[config.mk]
export PLATFORM = sky130hd
export DESIGN_NAME = pmrc_top
export DESIGN_NICKNAME = d
export VERILOG_FILES = /design/src/logic/pmrc_pkg.sv /design/src/logic/pmrc_sw_clk.sv /design/src/logic/pmrc_top.sv
export SDC_FILE = /design/constraint.sdc
export NUM_CORES = 1
export LEC_CHECK = 0
export ABC_AREA = 1
export BUFFER_PORTS_ARGS = -buffer_cell sky130_fd_sc_hd__buf_2
export CELL_PAD_IN_SITES_DETAIL_PLACEMENT = 0
export CELL_PAD_IN_SITES_GLOBAL_PLACEMENT = 1
export CORE_UTILIZATION = 40
export DETAILED_ROUTE_END_ITERATION = 6
export GPL_TIMING_DRIVEN = 0
export PLACE_DENSITY = 0.85
export REMOVE_ABC_BUFFERS = 1
export SLEW_MARGIN = 20
export SYNTH_ARGS = -nofsm -noshare
export SYNTH_HDL_FRONTEND = slang
export SYNTH_SLANG_ARGS = --single-unit
[constraint.sdc]
create_clock -name mclk -period 2 [get_ports mclk]
set_input_delay 0.4 -clock mclk [delete_from_list [all_inputs] [get_ports mclk]]
set_output_delay 0.4 -clock mclk [all_outputs]
set_load 0.05 [all_outputs]
[src/logic/pmrc_pkg.sv]
// Constants for the power management and reset controller
package pmrc_pkg;

    // Clock
    localparam int unsigned MCLK_HZ          = 40_000_000;
    localparam int unsigned MCLK_PERIOD_NS   = 25;

    // Reset pulse: typical 0.7 ms, longest 2 ms
    localparam int unsigned RESET_TYP_US     = 700;
    localparam int unsigned RESET_MAX_US     = 2000;
    localparam int unsigned RESET_TYP_CYC    = (RESET_TYP_US * (MCLK_HZ / 1_000_000));
    localparam int unsigned RESET_MAX_CYC    = (RESET_MAX_US * (MCLK_HZ / 1_000_000));
    localparam int unsigned RESET_CNT_W      = 17;

    // Shutdown hold width: 1 unit, taken as 1 us
    localparam int unsigned SDN_HOLD_NS      = 1000;
    localparam int unsigned SDN_HOLD_CYC     = (SDN_HOLD_NS + MCLK_PERIOD_NS - 1) / MCLK_PERIOD_NS;
    localparam int unsigned HOLD_CNT_W       = 6;

    // Chip select wake figures, obligations of the host
    localparam int unsigned CS_WAKE_LP_US    = 40;
    localparam int unsigned CS_WAKE_RDY_NS   = 30;

    // Regulator level code
    localparam int unsigned LVL_W            = 3;
    localparam logic [2:0]  LVL_1V2          = 3'h1;
    localparam logic [2:0]  LVL_1V4          = 3'h3;
    localparam logic [2:0]  LVL_1V8          = 3'h7;
    localparam logic [2:0]  LVL_RESET        = 3'h3;
    localparam int unsigned MV_BASE          = 1100;
    localparam int unsigned MV_STEP          = 100;
    localparam int unsigned MV_W             = 11;

    // Switching clock
    localparam int unsigned RATE_W           = 15;
    localparam int unsigned ACC_W            = 16;
    localparam logic [14:0] RATE_RESET       = 15'h0000;
    localparam int unsigned DIV_FIXED        = 4;

    // Digital clock derived from crystal
    localparam int unsigned XO_HIGH_MIN_MHZ  = 48;

    // Radio states as seen by the regulator
    typedef enum logic [1:0] {
        PMRC_IDLE = 2'b00,
        PMRC_RX   = 2'b01,
        PMRC_TX   = 2'b10
    } pmrc_radio_e;

    // Reset sequencer states
    typedef enum logic [1:0] {
        PMRC_RST_PULSE = 2'b00,
        PMRC_RST_RUN   = 2'b01,
        PMRC_RST_SHUT  = 2'b10
    } pmrc_rst_e;

endpackage

[src/logic/pmrc_sw_clk.sv]
// Regulator switching clock generator: fixed divide or fractional rate
`timescale 1ns/1ps
module pmrc_sw_clk
    import pmrc_pkg::*;
(
    input  wire logic              mclk,
    input  wire logic              rst,
    input  wire logic              dig_en,
    input  wire logic              fractional_switch_enable,
    input  wire logic [RATE_W-1:0] switch_rate_word,
    output logic                   sw_clk
);

    logic [ACC_W-1:0] acc;
    logic [1:0]       div;
    wire  [ACC_W-1:0] next_acc  = acc + {1'b0, switch_rate_word};
    wire  [1:0]       next_div  = div + 2'h1;
    wire              frac_clk  = acc[RATE_W-1];
    wire              fixed_clk = div[1];

    // Bit 14 wraps every 2^15/rate steps: rate*fdig/2^15; bit 15 is spare
    always_ff @(posedge mclk) begin
        if (rst) begin
            acc <= '0;
            div <= '0;
        end else if (dig_en) begin
            acc <= fractional_switch_enable ? next_acc : '0;
            div <= next_div;
        end
    end

    always_ff @(posedge mclk) begin
        if (rst) begin
            sw_clk <= 1'b0;
        end else begin
            sw_clk <= fractional_switch_enable ? frac_clk : fixed_clk;
        end
    end

    fixed_div_a: assert property (@(posedge mclk) disable iff (rst)
        (!$past(rst) && $past(dig_en))
        |-> (div == $past(div) + 2'h1))
        else $error("fixed divider did not advance");

    frac_acc_a: assert property (@(posedge mclk) disable iff (rst)
        (!$past(rst) && $past(dig_en) && $past(fractional_switch_enable) && fractional_switch_enable)
        |-> (acc == ACC_W'($past(acc) + {1'b0, $past(switch_rate_word)})))
        else $error("fractional accumulator wrong step");

endmodule

[src/logic/pmrc_top.sv]
// Power management and reset controller of the transceiver digital side
`timescale 1ns/1ps
module pmrc_top
    import pmrc_pkg::*;
(
    input  wire logic              mclk,
    input  wire logic              rst,
    // Pins from outside the clock domain
    input  wire logic              shutdown_input,
    input  wire logic              supply_good,
    input  wire logic              chip_select_n,
    input  wire logic              low_battery,
    input  wire logic              lock_detect,
    // Configuration from the serial port (same clock)
    input  wire logic              cfg_we,
    input  wire logic [LVL_W-1:0]  cfg_level_code,
    input  wire logic              cfg_level_scope,
    input  wire logic              cfg_frac_enable,
    input  wire logic [RATE_W-1:0] cfg_rate_word,
    input  wire logic              cfg_bypass_select,
    input  wire logic              cfg_batt_protect,
    input  wire logic              cfg_xo_double,
    input  wire logic              soft_reset_command,
    input  wire pmrc_radio_e       radio_state,
    // Outputs
    output logic                   internal_reset_n,
    output logic                   partial_reset,
    output logic                   general_pin_zero,
    output logic                   io_disable_control,
    output logic [MV_W-1:0]        regulator_target_mv,
    output logic                   regulator_bypass_select,
    output logic                   sw_clk,
    output logic                   dig_clk_en,
    output logic                   pa_enable,
    output logic                   cs_wake_pending,
    output logic [LVL_W-1:0]       regulator_level_code,
    output logic                   regulator_level_scope,
    output logic                   fractional_switch_enable,
    output logic [RATE_W-1:0]      switch_rate_word
);

    // ----------------------------------------------------------------
    // Input synchronisers
    // ----------------------------------------------------------------
    logic [1:0] sdn_sync;
    logic [1:0] sup_sync;
    logic [1:0] cs_sync;
    logic [1:0] bat_sync;
    logic [1:0] lock_sync;
    logic       sdn_q;

    always_ff @(posedge mclk) begin
        if (rst) begin
            sdn_sync  <= 2'h0;
            sup_sync  <= 2'h0;
            cs_sync   <= 2'h3;
            bat_sync  <= 2'h0;
            lock_sync <= 2'h0;
            sdn_q     <= 1'b0;
        end else begin
            sdn_sync  <= {sdn_sync[0], shutdown_input};
            sup_sync  <= {sup_sync[0], supply_good};
            cs_sync   <= {cs_sync[0], chip_select_n};
            bat_sync  <= {bat_sync[0], low_battery};
            lock_sync <= {lock_sync[0], lock_detect};
            sdn_q     <= sdn_sync[1];
        end
    end

    wire sdn_s    = sdn_sync[1];
    wire sup_s    = sup_sync[1];
    wire cs_n_s   = cs_sync[1];
    wire sdn_fall = sdn_q && !sdn_s;

    // ----------------------------------------------------------------
    // Shutdown hold filter
    // ----------------------------------------------------------------
    // A shutdown shorter than the hold width leaves the reset sequencer running; only io disable follows it
    logic [HOLD_CNT_W-1:0] hold_cnt;
    wire  hold_met  = (hold_cnt >= HOLD_CNT_W'(SDN_HOLD_CYC));
    wire  [HOLD_CNT_W-1:0] next_hold = hold_met ? hold_cnt : hold_cnt + HOLD_CNT_W'(1);
    logic shut_seen;

    always_ff @(posedge mclk) begin
        if (rst) begin
            hold_cnt  <= '0;
            shut_seen <= 1'b0;
        end else begin
            hold_cnt  <= sdn_s ? next_hold : '0;
            shut_seen <= sdn_s ? (shut_seen || hold_met) : (shut_seen && !sdn_fall);
        end
    end

    // ----------------------------------------------------------------
    // Reset sequencer
    // ----------------------------------------------------------------
    pmrc_rst_e               rst_state;
    pmrc_rst_e               next_rst_state;
    logic [RESET_CNT_W-1:0]  rst_cnt;
    wire  pulse_done  = (rst_cnt == RESET_CNT_W'(RESET_TYP_CYC - 1));
    wire  sdn_restart = sdn_fall && shut_seen && sup_s;
    wire  [RESET_CNT_W-1:0] next_rst_cnt = (rst_state == PMRC_RST_PULSE && sup_s && !pulse_done)
                                           ? rst_cnt + RESET_CNT_W'(1) : '0;

    always_comb begin
        next_rst_state = rst_state;
        case (rst_state)
            PMRC_RST_PULSE: if (pulse_done) next_rst_state = PMRC_RST_RUN;
            PMRC_RST_RUN:   if (sdn_s && hold_met) next_rst_state = PMRC_RST_SHUT;
            PMRC_RST_SHUT:  if (sdn_restart) next_rst_state = PMRC_RST_PULSE;
            default:        next_rst_state = PMRC_RST_PULSE;
        endcase
    end

    always_ff @(posedge mclk) begin
        if (rst) begin
            rst_state <= PMRC_RST_PULSE;
            rst_cnt   <= '0;
        end else begin
            rst_state <= next_rst_state;
            rst_cnt   <= next_rst_cnt;
        end
    end

    // Registered release keeps every consumer on one edge
    wire next_reset_n = (next_rst_state != PMRC_RST_PULSE);

    always_ff @(posedge mclk) begin
        if (rst) begin
            internal_reset_n <= 1'b0;
            general_pin_zero <= 1'b0;
        end else begin
            internal_reset_n <= next_reset_n;
            general_pin_zero <= next_reset_n;
        end
    end

    // Shutdown drives io disable directly from the synchronised pin
    always_ff @(posedge mclk) begin
        if (rst) begin
            io_disable_control <= 1'b1;
        end else begin
            io_disable_control <= sdn_s;
        end
    end

    // ----------------------------------------------------------------
    // Configuration registers
    // ----------------------------------------------------------------
    wire full_rst = rst || !internal_reset_n;

    always_ff @(posedge mclk) begin
        if (full_rst) begin
            regulator_level_code     <= LVL_RESET;
            regulator_level_scope    <= 1'b0;
            fractional_switch_enable <= 1'b0;
            switch_rate_word         <= RATE_RESET;
            regulator_bypass_select  <= 1'b0;
        end else if (cfg_we) begin
            regulator_level_code     <= cfg_level_code;
            regulator_level_scope    <= cfg_level_scope;
            fractional_switch_enable <= cfg_frac_enable;
            switch_rate_word         <= cfg_rate_word;
            regulator_bypass_select  <= cfg_bypass_select;
        end
    end

    // Soft reset spares configuration; only the run logic is cleared
    logic batt_protect;
    logic xo_double;
    logic dig_div;

    always_ff @(posedge mclk) begin
        if (full_rst) begin
            partial_reset <= 1'b0;
            batt_protect  <= 1'b1;
            xo_double     <= 1'b0;
        end else begin
            partial_reset <= soft_reset_command;
            if (cfg_we) begin
                batt_protect <= cfg_batt_protect;
                xo_double    <= cfg_xo_double;
            end
        end
    end

    // ----------------------------------------------------------------
    // Digital clock enable and switching clock
    // ----------------------------------------------------------------
    always_ff @(posedge mclk) begin
        if (full_rst || partial_reset) begin
            dig_div <= 1'b0;
        end else begin
            dig_div <= !dig_div;
        end
    end

    assign dig_clk_en = xo_double ? dig_div : 1'b1;

    pmrc_sw_clk u_sw_clk (
        .mclk                     (mclk),
        .rst                      (full_rst || partial_reset),
        .dig_en                   (dig_clk_en),
        .fractional_switch_enable (fractional_switch_enable),
        .switch_rate_word         (switch_rate_word),
        .sw_clk                   (sw_clk)
    );

    // ----------------------------------------------------------------
    // Regulator level
    // ----------------------------------------------------------------
    wire              fix_rx    = regulator_level_scope && (radio_state == PMRC_RX);
    wire [LVL_W-1:0]  eff_level = fix_rx ? LVL_1V4 : regulator_level_code;
    wire [LVL_W-1:0]  min_level = (eff_level == 3'h0) ? LVL_1V2 : eff_level;
    wire [MV_W-1:0]   next_mv   = MV_W'(MV_BASE + MV_STEP * min_level);

    always_ff @(posedge mclk) begin
        if (full_rst) begin
            regulator_target_mv <= MV_W'(MV_BASE + MV_STEP * LVL_RESET);
        end else begin
            regulator_target_mv <= next_mv;
        end
    end

    // ----------------------------------------------------------------
    // Low battery transmit protection and chip select wake
    // ----------------------------------------------------------------
    wire tx_safe = !batt_protect || (!bat_sync[1] && lock_sync[1]);

    always_ff @(posedge mclk) begin
        if (full_rst || partial_reset) begin
            pa_enable       <= 1'b0;
            cs_wake_pending <= 1'b0;
        end else begin
            pa_enable       <= (radio_state == PMRC_TX) && tx_safe;
            cs_wake_pending <= !cs_n_s && (radio_state == PMRC_IDLE);
        end
    end

    // ----------------------------------------------------------------
    // Checks
    // ----------------------------------------------------------------
    rst_release_a: assert property (@(posedge mclk) disable iff (rst)
        ($rose(internal_reset_n)) |-> $past(rst_cnt) == RESET_CNT_W'(RESET_TYP_CYC - 1))
        else $error("reset released before pulse length");

    pin_zero_a: assert property (@(posedge mclk) disable iff (rst)
        general_pin_zero == internal_reset_n)
        else $error("pin zero differs from internal reset");

    rx_level_a: assert property (@(posedge mclk) disable iff (full_rst)
        ($past(regulator_level_scope) && $past(radio_state) == PMRC_RX && !$past(full_rst))
        |-> regulator_target_mv == MV_W'(1400))
        else $error("receive level not fixed at 1.4 V");

    tx_level_a: assert property (@(posedge mclk) disable iff (full_rst)
        (!$past(regulator_level_scope) && $past(regulator_level_code) == LVL_1V8 && !$past(full_rst))
        |-> regulator_target_mv == MV_W'(1800))
        else $error("programmed level not applied");

    io_disable_a: assert property (@(posedge mclk) disable iff (rst)
        sdn_s |=> io_disable_control)
        else $error("io not disabled in shutdown");

    sdn_pulse_a: assert property (@(posedge mclk) disable iff (rst)
        (rst_state == PMRC_RST_SHUT && sdn_restart) |=> !internal_reset_n [*8])
        else $error("shutdown release without reset pulse");

    cfg_default_a: assert property (@(posedge mclk) disable iff (rst)
        !$past(internal_reset_n) |-> (regulator_level_code == LVL_RESET && !fractional_switch_enable))
        else $error("settings not at defaults after reset");

    soft_keep_a: assert property (@(posedge mclk) disable iff (full_rst)
        (partial_reset && !cfg_we) |=> $stable(regulator_level_code))
        else $error("soft reset changed configuration");

    batt_stop_a: assert property (@(posedge mclk) disable iff (full_rst || partial_reset)
        (batt_protect && bat_sync[1]) |=> !pa_enable)
        else $error("transmit kept on low battery");

    div_en_a: assert property (@(posedge mclk) disable iff (full_rst || partial_reset)
        (xo_double && dig_clk_en && !cfg_we) |=> !dig_clk_en)
        else $error("digital clock not halved");

    pulse_c:   cover property (@(posedge mclk) $rose(internal_reset_n));
    shut_c:    cover property (@(posedge mclk) rst_state == PMRC_RST_SHUT ##1 rst_state == PMRC_RST_PULSE);
    rxfix_c:   cover property (@(posedge mclk) fix_rx && regulator_level_code == LVL_1V8);
    battoff_c: cover property (@(posedge mclk) radio_state == PMRC_TX && batt_protect && !tx_safe);

endmodule

==> results.json, run 1 <==
{
  "dieHeight_um": 107,
  "synth_area_leaders": "dfxtp_1 42%, nand2_1 13%, inv_1 8.0%",
  "final_util_pct": 48.7,
  "via_per_inst": 4.73,
  "path_max_fanout": 7,
  "power.density_nw_per_um2": 647,
  "dr_total_vias": 3912,
  "timing.final.ws_setup_ns": 0.214,
  "portBuffers": 71,
  "drv_slew": 0,
  "hpwl_mm": 6.97,
  "synth_compound_area_share_pct": 12.6,
  "crit_path_start_kind": "register",
  "cp-end-kind": "register",
  "synth.mux.area_fraction_pct": 0,
  "critPathArrivalTime_ns": 2.04,
  "ys_seq_area_share_pct": 42.3,
  "hold_class": "input pin to register",
  "status": "completed",
  "drt-total-wl_mm": 9.63,
  "dp_slack_ns": -0.0965,
  "cts_tree": "done",
  "hold_viol_final": 0,
  "htree_levels": 3,
  "synth-main-ff-cell": "dfxtp_1",
  "peakVddDrop_uv": 406,
  "ys_warn_count": 0,
  "clk_pin_slew_ns": 0.10,
  "drtAntennaViolNets": 0,
  "cpPeakStageDelay_ns": 0.49,
  "ios": 74,
  "worstPathRequired_ns": 2.25,
  "synthCells": 615,
  "overflow": 0,
  "clock_skew_ns": 0.00978,
  "synth_area_leader_cell": "dfxtp_1",
  "maxSlewHeadroom_pct": 41.0,
  "gp_congestion": 0.836,
  "crit_top_cell": "ha_1",
  "drv_cap": 0,
  "ff_latch_area_um2": 1860,
  "multi_input_area_um2": 2130,
  "drtIter0Drc": 158,
  "grt_pass1_vias": 3770,
  "setup_viol": 0,
  "dr.pass1.iters": 4,
  "max_freq_mhz": 560,
  "dieArea_um2": 11400,
  "rsz0062_at_grt": "true",
  "crit_path_top_delay_cell": "o211ai_1",
  "num_antenna_cells": 0,
  "p_leak_uw": 0.00232,
  "post_drt_wl_per_cell_um": 11.6,
  "synth_simple_gate_area_share_pct": 26.9,
  "drive_gt1_share_pct": 16.9,
  "total_power_uw": 3310,
  "cts_max_path_buffers": 2,
  "crit_chain": "o211ai_1, ha_1, ha_1, xnor2_1, inv_1, a21oi_1, o21ai_0",
  "drc": 0,
  "min_period_ns": 1.79,
  "cts_hold_buffers": 0,
  "avgSynthCellArea_um2": 7.15,
  "clock-sinks": 93,
  "num-nets-final": 745,
  "synth_xor_xnor_area_share_pct": 0.995,
  "grt_pass1_wl_mm": 16.8,
  "synth_cell_types": 37,
  "fillCellCount": 1058,
  "synth-seq-cells": 93,
  "grt_max_degree": 26,
  "root_buffer": "clkbuf_8",
  "coreArea_um2": 10500,
  "tightest_slew_ns": 0.884,
  "numCtsBuffers": 9,
  "synthArstFlopShare_pct": 0,
  "insertion_delay_ns": 0.37,
  "synth_top_family_by_area": "simple AND/OR/NAND/NOR gates",
  "antenna_found_initial": 0,
  "synth_top_area_share_pct": 42.3,
  "die_w_um": 107,
  "synth_edf_count": 0,
  "track_usage_pct": 18.5,
  "period_share_pct": 89.3,
  "worstSetupPathType": "register to register",
  "syn_area_um2": 4400,
  "hold_slack_ns": 0.216,
  "initial_core_util_pct": 41.9,
  "num_rows": 37,
  "synthAdderAreaFrac_pct": 7.28,
  "syn2layout_area_growth_pct": 16.4
}
## registers in the layout, indices dropped and copies added, names as in the netlist, 2 cells and up
register,cells
sdn_sync,2
sup_sync,2
switch_rate_word,15
rst_state,2
regulator_level_code,3
regulator_target_mv,9
cs_sync,2
u_sw_clk.div,2
lock_sync,2
hold_cnt,6
rst_cnt,17
u_sw_clk.acc,15
bat_sync,2
## Yosys cell counts (3+ instances only)
cell type / count
or2_2: 8
nor2_1: 50
nand2_1: 154
nor3_1: 8
nand3_1: 34
buf_4: 4
clkbuf_1: 8
o211ai_1: 4
dfxtp_1: 93
ha_1: 24
a21oi_1: 68
nand4_1: 7
o21ai_0: 24
inv_1: 94
nand2_2: 4
xor2_1: 3
## final cells by class
type | count | area share [%]
sequential | 93 | 36.4
timing repair buffer | 74 | 7.38
tap | 136 | 3.32
multi-input combinational | 412 | 41.6
clock inverter | 5 | 1.32
clock buffer | 11 | 2.96
inverter | 96 | 7.04
## per-stage QoR
step           std cells  TNS [ns]  area, um^2
2_1_floorplan        601    -0.936        4330
3_3_place_gp         808     -6.55        4860
3_5_place_dp         808     -1.09        4860
4_1_cts              824         0        5080
5_1_grt              827  -0.00612        5120
6_report             827         0        5120
## final timing paths
check | endpoint | start | cells past startpoint | slack (ns)
hold reg to reg | cs_wake_pending | cs_sync[1] | 1 | 0.40
hold / removal | cs_sync[0] | chip_select_n | 2 | 0.22
setup / recovery | regulator_target_mv[8] | regulator_level_code[1] | 7 | 0.21
setup reg to reg | regulator_target_mv[8] | regulator_level_code[1] | 7 | 0.21
## what timing repair did
action | in CTS | in global routing
pin swaps | 0 | 2
endpoints found under the hold margin | 0 | 0
buffers inserted | 0 | 3
endpoints found under the setup margin | 5 | 17
gates resized for setup | 2 | 6
## worst max-delay path, delay by kind of cell (launching register included)
kind | cells | cell delay, ns
DFF | 1 | 0.35
adders and majority gates | 2 | 0.40
xor gates and xnor gates | 1 | 0.12
AOI/OAI and AO/OA | 3 | 0.72
buffers and inverters | 1 | 0.08
## cell families after synthesis
group	after synthesis
AOI/OAI and AO/OA	104
xor gates and xnor gates	5
adders and majority gates	25
buffers and inverters	111
DFF	93
other	1
and+or+nand+nor	276
## per-layer routing
metal	wire length, um	vias up	global-route usage (%)
met5	0	-	0
met4	37	0	4.40
met3	386	2	5.23
met2	4770	63	32.4
met1	4430	1757	22.3
li1	-	2090	-
## cells in the final DEF, fill, tap and decap left out, types with 4 or more instances in the layout
cell type / Yosys / final
or2_2: 8 / 8
o21ai_0: 24 / 24
nand4_1: 7 / 7
nand2_1: 154 / 154
clkbuf_8: 0 / 11
ha_1: 24 / 24
dfxtp_1: 93 / 92
o211ai_1: 4 / 4
a21oi_1: 68 / 68
nor2_1: 50 / 45
nor2_2: 0 / 4
nand3_1: 34 / 33
inv_1: 94 / 93
nor3_1: 8 / 8
nand2_2: 4 / 4
buf_2: 1 / 71
## power breakdown
part	switching (uW)	leakage [uW]	internal (uW)
logic	61.7	0.00146	35.2
clock network	689	0.000112	662
registers	4.27	0.000752	1860
total	755	0.00232	2560
Power figures use the tool's default switching activity.
==> run 2, diff against run 1 <==
PLACE_DENSITY = 0.83   (was 0.85)
==> run 2 against run 1 <==
  * Critical path depth is the same
  * Clock skew grew 0.0026 ns
  * Routed wire length shrank 1.0%
  * Die area is the same
  * Non-clock buffer count is the same
==> results.json, run 2 (same netlist as run 1, synthesis figures left out) <==
{
  "path_max_fanout": 7,
  "period_share_pct": 90.3,
  "hpwl_mm": 6.90,
  "max_freq_mhz": 554,
  "insertion_delay_ns": 0.38,
  "via_per_inst": 4.73,
  "antenna_found_initial": 0,
  "cts_hold_buffers": 0,
  "worstSetupPathType": "register to register",
  "maxSlewHeadroom_pct": 43.5,
  "status": "completed",
  "switching_share_pct": 21.3,
  "htree_levels": 3,
  "dr.pass1.iters": 4,
  "p_clk_share_pct": 44.1,
  "clk_pin_slew_ns": 0.08,
  "final_cell_mix": "154 x nand2_1, 94 x inv_1, 91 x dfxtp_1",
  "rrSetupSlack_ns": 0.19,
  "drc": 0,
  "p_sw_uw": 747,
  "initial_core_util_pct": 41.9,
  "crit_path_start_kind": "register",
  "grt_pass1_wl_mm": 16.3,
  "hold_class": "input pin to register",
  "cts_tree": "done",
  "grt_max_degree": 26,
  "dieHeight_um": 107,
  "drt-total-wl_mm": 9.53,
  "drtIter0Drc": 139,
  "comb_power_share_pct": 2.8,
  "rr_startpoint": "regulator_level_code[1]",
  "hold_viol_final": 0,
  "fillCellCount": 1070,
  "drv_cap": 0,
  "timing.final.ws_setup_ns": 0.195,
  "dr_total_vias": 3914,
  "cp-endpoint": "regulator_target_mv[8]",
  "p_leak_uw": 0.00233,
  "cp-end-kind": "register",
  "tightest_slew_ns": 0.846,
  "grt_pass1_vias": 3685,
  "ios": 74,
  "peakVddDrop_uv": 781,
  "cts_max_path_buffers": 2,
  "final_common_cell": "nand2_1",
  "num_antenna_cells": 0,
  "gp_congestion": 0.792,
  "rr_endpoint": "regulator_target_mv[8]",
  "min_period_ns": 1.81,
  "drv_slew": 0,
  "r2r_cells": 7,
  "die_w_um": 107,
  "portBuffers": 71,
  "cp-startpoint": "regulator_level_code[1]",
  "coreArea_um2": 10500,
  "largest_register_ffs": 17,
  "p_int_uw": 2770,
  "numCtsBuffers": 9,
  "rsz0062_at_grt": "false",
  "drive_gt1_share_pct": 16.8,
  "track_usage_pct": 18.0,
  "num-nets-final": 745,
  "clock_skew_ns": 0.0124,
  "power.density_nw_per_um2": 681,
  "p_seq_share_pct": 53.1,
  "top_register": "rst_cnt",
  "final_util_pct": 49.1,
  "worstPathRequired_ns": 2.26,
  "overflow": 0,
  "clock-sinks": 93,
  "syn2layout_area_growth_pct": 17.3,
  "post_drt_wl_per_cell_um": 11.5,
  "drtAntennaViolNets": 0,
  "num_rows": 37,
  "root_buffer": "clkbuf_8",
  "setup_tns_ns": 0,
  "dp_slack_ns": -0.0660,
  "setup_viol": 0,
  "top_regs": "rst_cnt (17), switch_rate_word (15), u_sw_clk.acc (15)",
  "critPathArrivalTime_ns": 2.06,
  "dieArea_um2": 11400
}
[run 2: cell count changes in the layout (fill, tap and decap cells not counted), moves of 2 or more]
cell       previous run  this run
clkinv_4              3         0
bufinv_16             1         3
nor2_2                4         2
nor2_4                3         5
[run 2: area by class of cell]
cell class	count	area (um^2)	share of cell area (%)
inverter	96	360	6.98
tap	136	170	3.30
clock buffer	11	141	2.74
timing repair buffer	74	378	7.32
clock inverter	5	106	2.06
multi-input combinational	412	2140	41.5
sequential	93	1860	36.1
[run 2: what timing repair did]
item                       CTS  global route
pin swaps                    0             1
setup endpoints to repair    5             7
gates resized for setup      1             9
cloned                       0             0
setup buffers                0             3
[run 2: worst min path at each step]
stage,startpoint,endpoint,slack (ns),cells after the start
global route,chip_select_n,cs_sync[0],0.20,2
finish,chip_select_n,cs_sync[0],0.21,2
CTS,chip_select_n,cs_sync[0],0.19,2
floorplan,cs_sync[1],cs_wake_pending,0.37,1
global placement,sup_sync[0],sup_sync[1],0.39,2
detailed placement,sdn_sync[0],sdn_sync[1],0.40,2
[run 2: worst max-delay path, cell delays in order (launching register included)]
cell	delay (ns)
dfxtp_1	0.37
o211ai_1	0.47
ha_1	0.24
ha_1	0.15
xnor2_1	0.11
inv_1	0.09
a21oi_1	0.14
o21ai_0	0.11
[run 2: per-stage QoR]
stage	instance area (um^2)	cells	power, uW	hold slack (ns)
after floorplan	4330	601	1950	0.374
after CTS	5110	824	3550	0.193
final	5160	827	3510	0.207
after detailed placement	4860	808	2010	0.400
after global placement	4860	808	2010	0.392
after global routing	5160	827	3630	0.200
[run 2: metal layers]
| layer | vias to the layer above | GRT usage (%) | wire (um) | part of all wire, % |
|---|---|---|---|---|
| li1 | 2101 | - | - | - |
| met1 | 1732 | 22.6 | 4580 | 48 |
| met2 | 73 | 30.0 | 4390 | 46 |
| met3 | 8 | 3.71 | 417 | 4.4 |
| met4 | 0 | 7.53 | 135 | 1.4 |
| met5 | - | 0 | 0 | 0 |
[run 2: power groups by stage]
stage                     clock network, uW  registers [uW]  logic [uW]
final                                  1550            1870        97.8
after global routing                   1650            1870         111
after CTS                              1580            1870        98.9
after detailed placement                  0            1910        98.4
after global placement                    0            1910        97.2
after floorplan                           0            1910        38.4
==> run 3, diff against run 2 <==
MAX_ROUTING_LAYER = met4   (was default)
==> run 3 against run 2 <==
  * Worst hold slack about the same
  * Core utilization unchanged
  * Setup slack got worse by 0.00059 ns
  * First-iteration DRC count decreased by 1.4%
  * Sequential cell count stayed put
  * Critical path type unchanged
  * Routed wire length is essentially flat
  * Register-to-register slack hardly changed
==> results.json, run 3 (same netlist as run 1, synthesis figures left out) <==
{
  "status": "completed",
  "insertion_delay_ns": 0.38,
  "largest_register_ffs": 17,
  "initial_core_util_pct": 41.9,
  "final_common_cell": "nand2_1",
  "hold_class": "input pin to register",
  "hold_slack_ns": 0.207,
  "clock-sinks": 93,
  "overflow": 0,
  "numCtsBuffers": 9,
  "gp_congestion": 0.803,
  "syn2layout_area_growth_pct": 17.3,
  "max_freq_mhz": 554,
  "drt-total-wl_mm": 9.52,
  "root_buffer": "clkbuf_8",
  "drtAntennaViolNets": 0,
  "clk_pin_slew_ns": 0.09,
  "dr.pass1.iters": 4,
  "worstPathRequired_ns": 2.25,
  "setup_tns_ns": 0,
  "cts_tree": "done",
  "peakVddDrop_uv": 781,
  "grt_max_degree": 26,
  "dieArea_um2": 11400,
  "timing.final.ws_setup_ns": 0.194,
  "portBuffers": 71,
  "total_power_uw": 3520,
  "die_w_um": 107,
  "antenna_found_initial": 0,
  "htree_levels": 3,
  "crit_path_start_kind": "register",
  "dr_total_vias": 3897,
  "cts_max_path_buffers": 2,
  "num_antenna_cells": 0,
  "power.density_nw_per_um2": 682,
  "top_register": "rst_cnt",
  "period_share_pct": 90.3,
  "critPathArrivalTime_ns": 2.06,
  "maxSlewHeadroom_pct": 44.8,
  "clock_skew_ns": 0.0114,
  "dp_slack_ns": -0.0660,
  "fillCellCount": 1070,
  "tightest_slew_ns": 0.827,
  "hpwl_mm": 6.90,
  "hold_viol_final": 0,
  "rsz0062_at_grt": "false",
  "worstSetupPathType": "register to register",
  "via_per_inst": 4.71,
  "num-nets-final": 745,
  "crit_chain": "o211ai_1, ha_1, ha_1, xnor2_1, inv_1, a21oi_1, o21ai_0",
  "crit_top_cell": "ha_1",
  "num_rows": 37,
  "cpPeakStageDelay_ns": 0.47,
  "post_drt_wl_per_cell_um": 11.5,
  "final_cell_mix": "154 x nand2_1, 94 x inv_1, 91 x dfxtp_1",
  "top_regs": "rst_cnt (17), switch_rate_word (15), u_sw_clk.acc (15)",
  "grt_pass1_wl_mm": 16.2,
  "drc": 0,
  "crit_path_top_delay_cell": "o211ai_1",
  "track_usage_pct": 18.6,
  "dieHeight_um": 107,
  "coreArea_um2": 10500,
  "min_period_ns": 1.81,
  "ios": 74,
  "p_leak_uw": 0.00233,
  "fin_cells": 827,
  "placed_cells": 808,
  "grt_pass1_vias": 3686,
  "setup_viol": 0,
  "drv_slew": 0,
  "cp-end-kind": "register",
  "drtIter0Drc": 137,
  "cts_hold_buffers": 0,
  "drive_gt1_share_pct": 16.8,
  "path_max_fanout": 7,
  "drv_cap": 0
}
[run 3: cell counts in the layout (fill, tap and decap cells not counted)]
No cell type changed its count.
[run 3: area by class of cell]
class	count	area [um^2]	share of cell area, %
multi-input combinational	412	2140	41.5
sequential	93	1860	36.1
timing repair buffer	74	378	7.32
inverter	96	360	6.98
tap	136	170	3.30
clock buffer	11	141	2.74
clock inverter	5	106	2.06
[run 3: repair_timing]
action | CTS | global route
gates resized for setup | 1 | 9
buffers inserted | 0 | 3
pin swaps | 0 | 1
setup endpoints to repair | 5 | 7
[run 3: through the flow]
step                      utilization, %  instance area (um^2)
after floorplan                        -                  4330
after global placement              46.2                  4860
after detailed placement            46.2                  4860
after CTS                           48.6                  5110
after global routing                49.1                  5160
final                               49.1                  5160
[run 3: layer usage]
metal  track usage [%]  share of wire, %
met1              22.6                48
met2              30.0                46
met3              4.26               4.3
met4              6.95               1.3
met5                 -                 0
[run 3: power breakdown]
group / switching, uW / internal [uW]
registers: 4.24 / 1860
logic: 62.6 / 35.2
clock network: 684 / 870
total: 751 / 2770
[run 3: final timing paths]
check	slack [ns]	startpoint	end	cells after the start
max	0.19	regulator_level_code[1]	regulator_target_mv[8]	7
min	0.21	chip_select_n	cs_sync[0]	2
max reg2reg	0.19	regulator_level_code[1]	regulator_target_mv[8]	7
min reg2reg	0.40	sup_sync[0]	sup_sync[1]	2
[run 3: critical path, delay by kind of cell (launching register included)]
family / cells / cell delay, ns
buffers and inverters: 1 / 0.09
flip-flops: 1 / 0.37
adder cells (fa/ha/maj): 2 / 0.39
XOR/XNOR: 1 / 0.11
AO/OA/AOI/OAI: 3 / 0.72
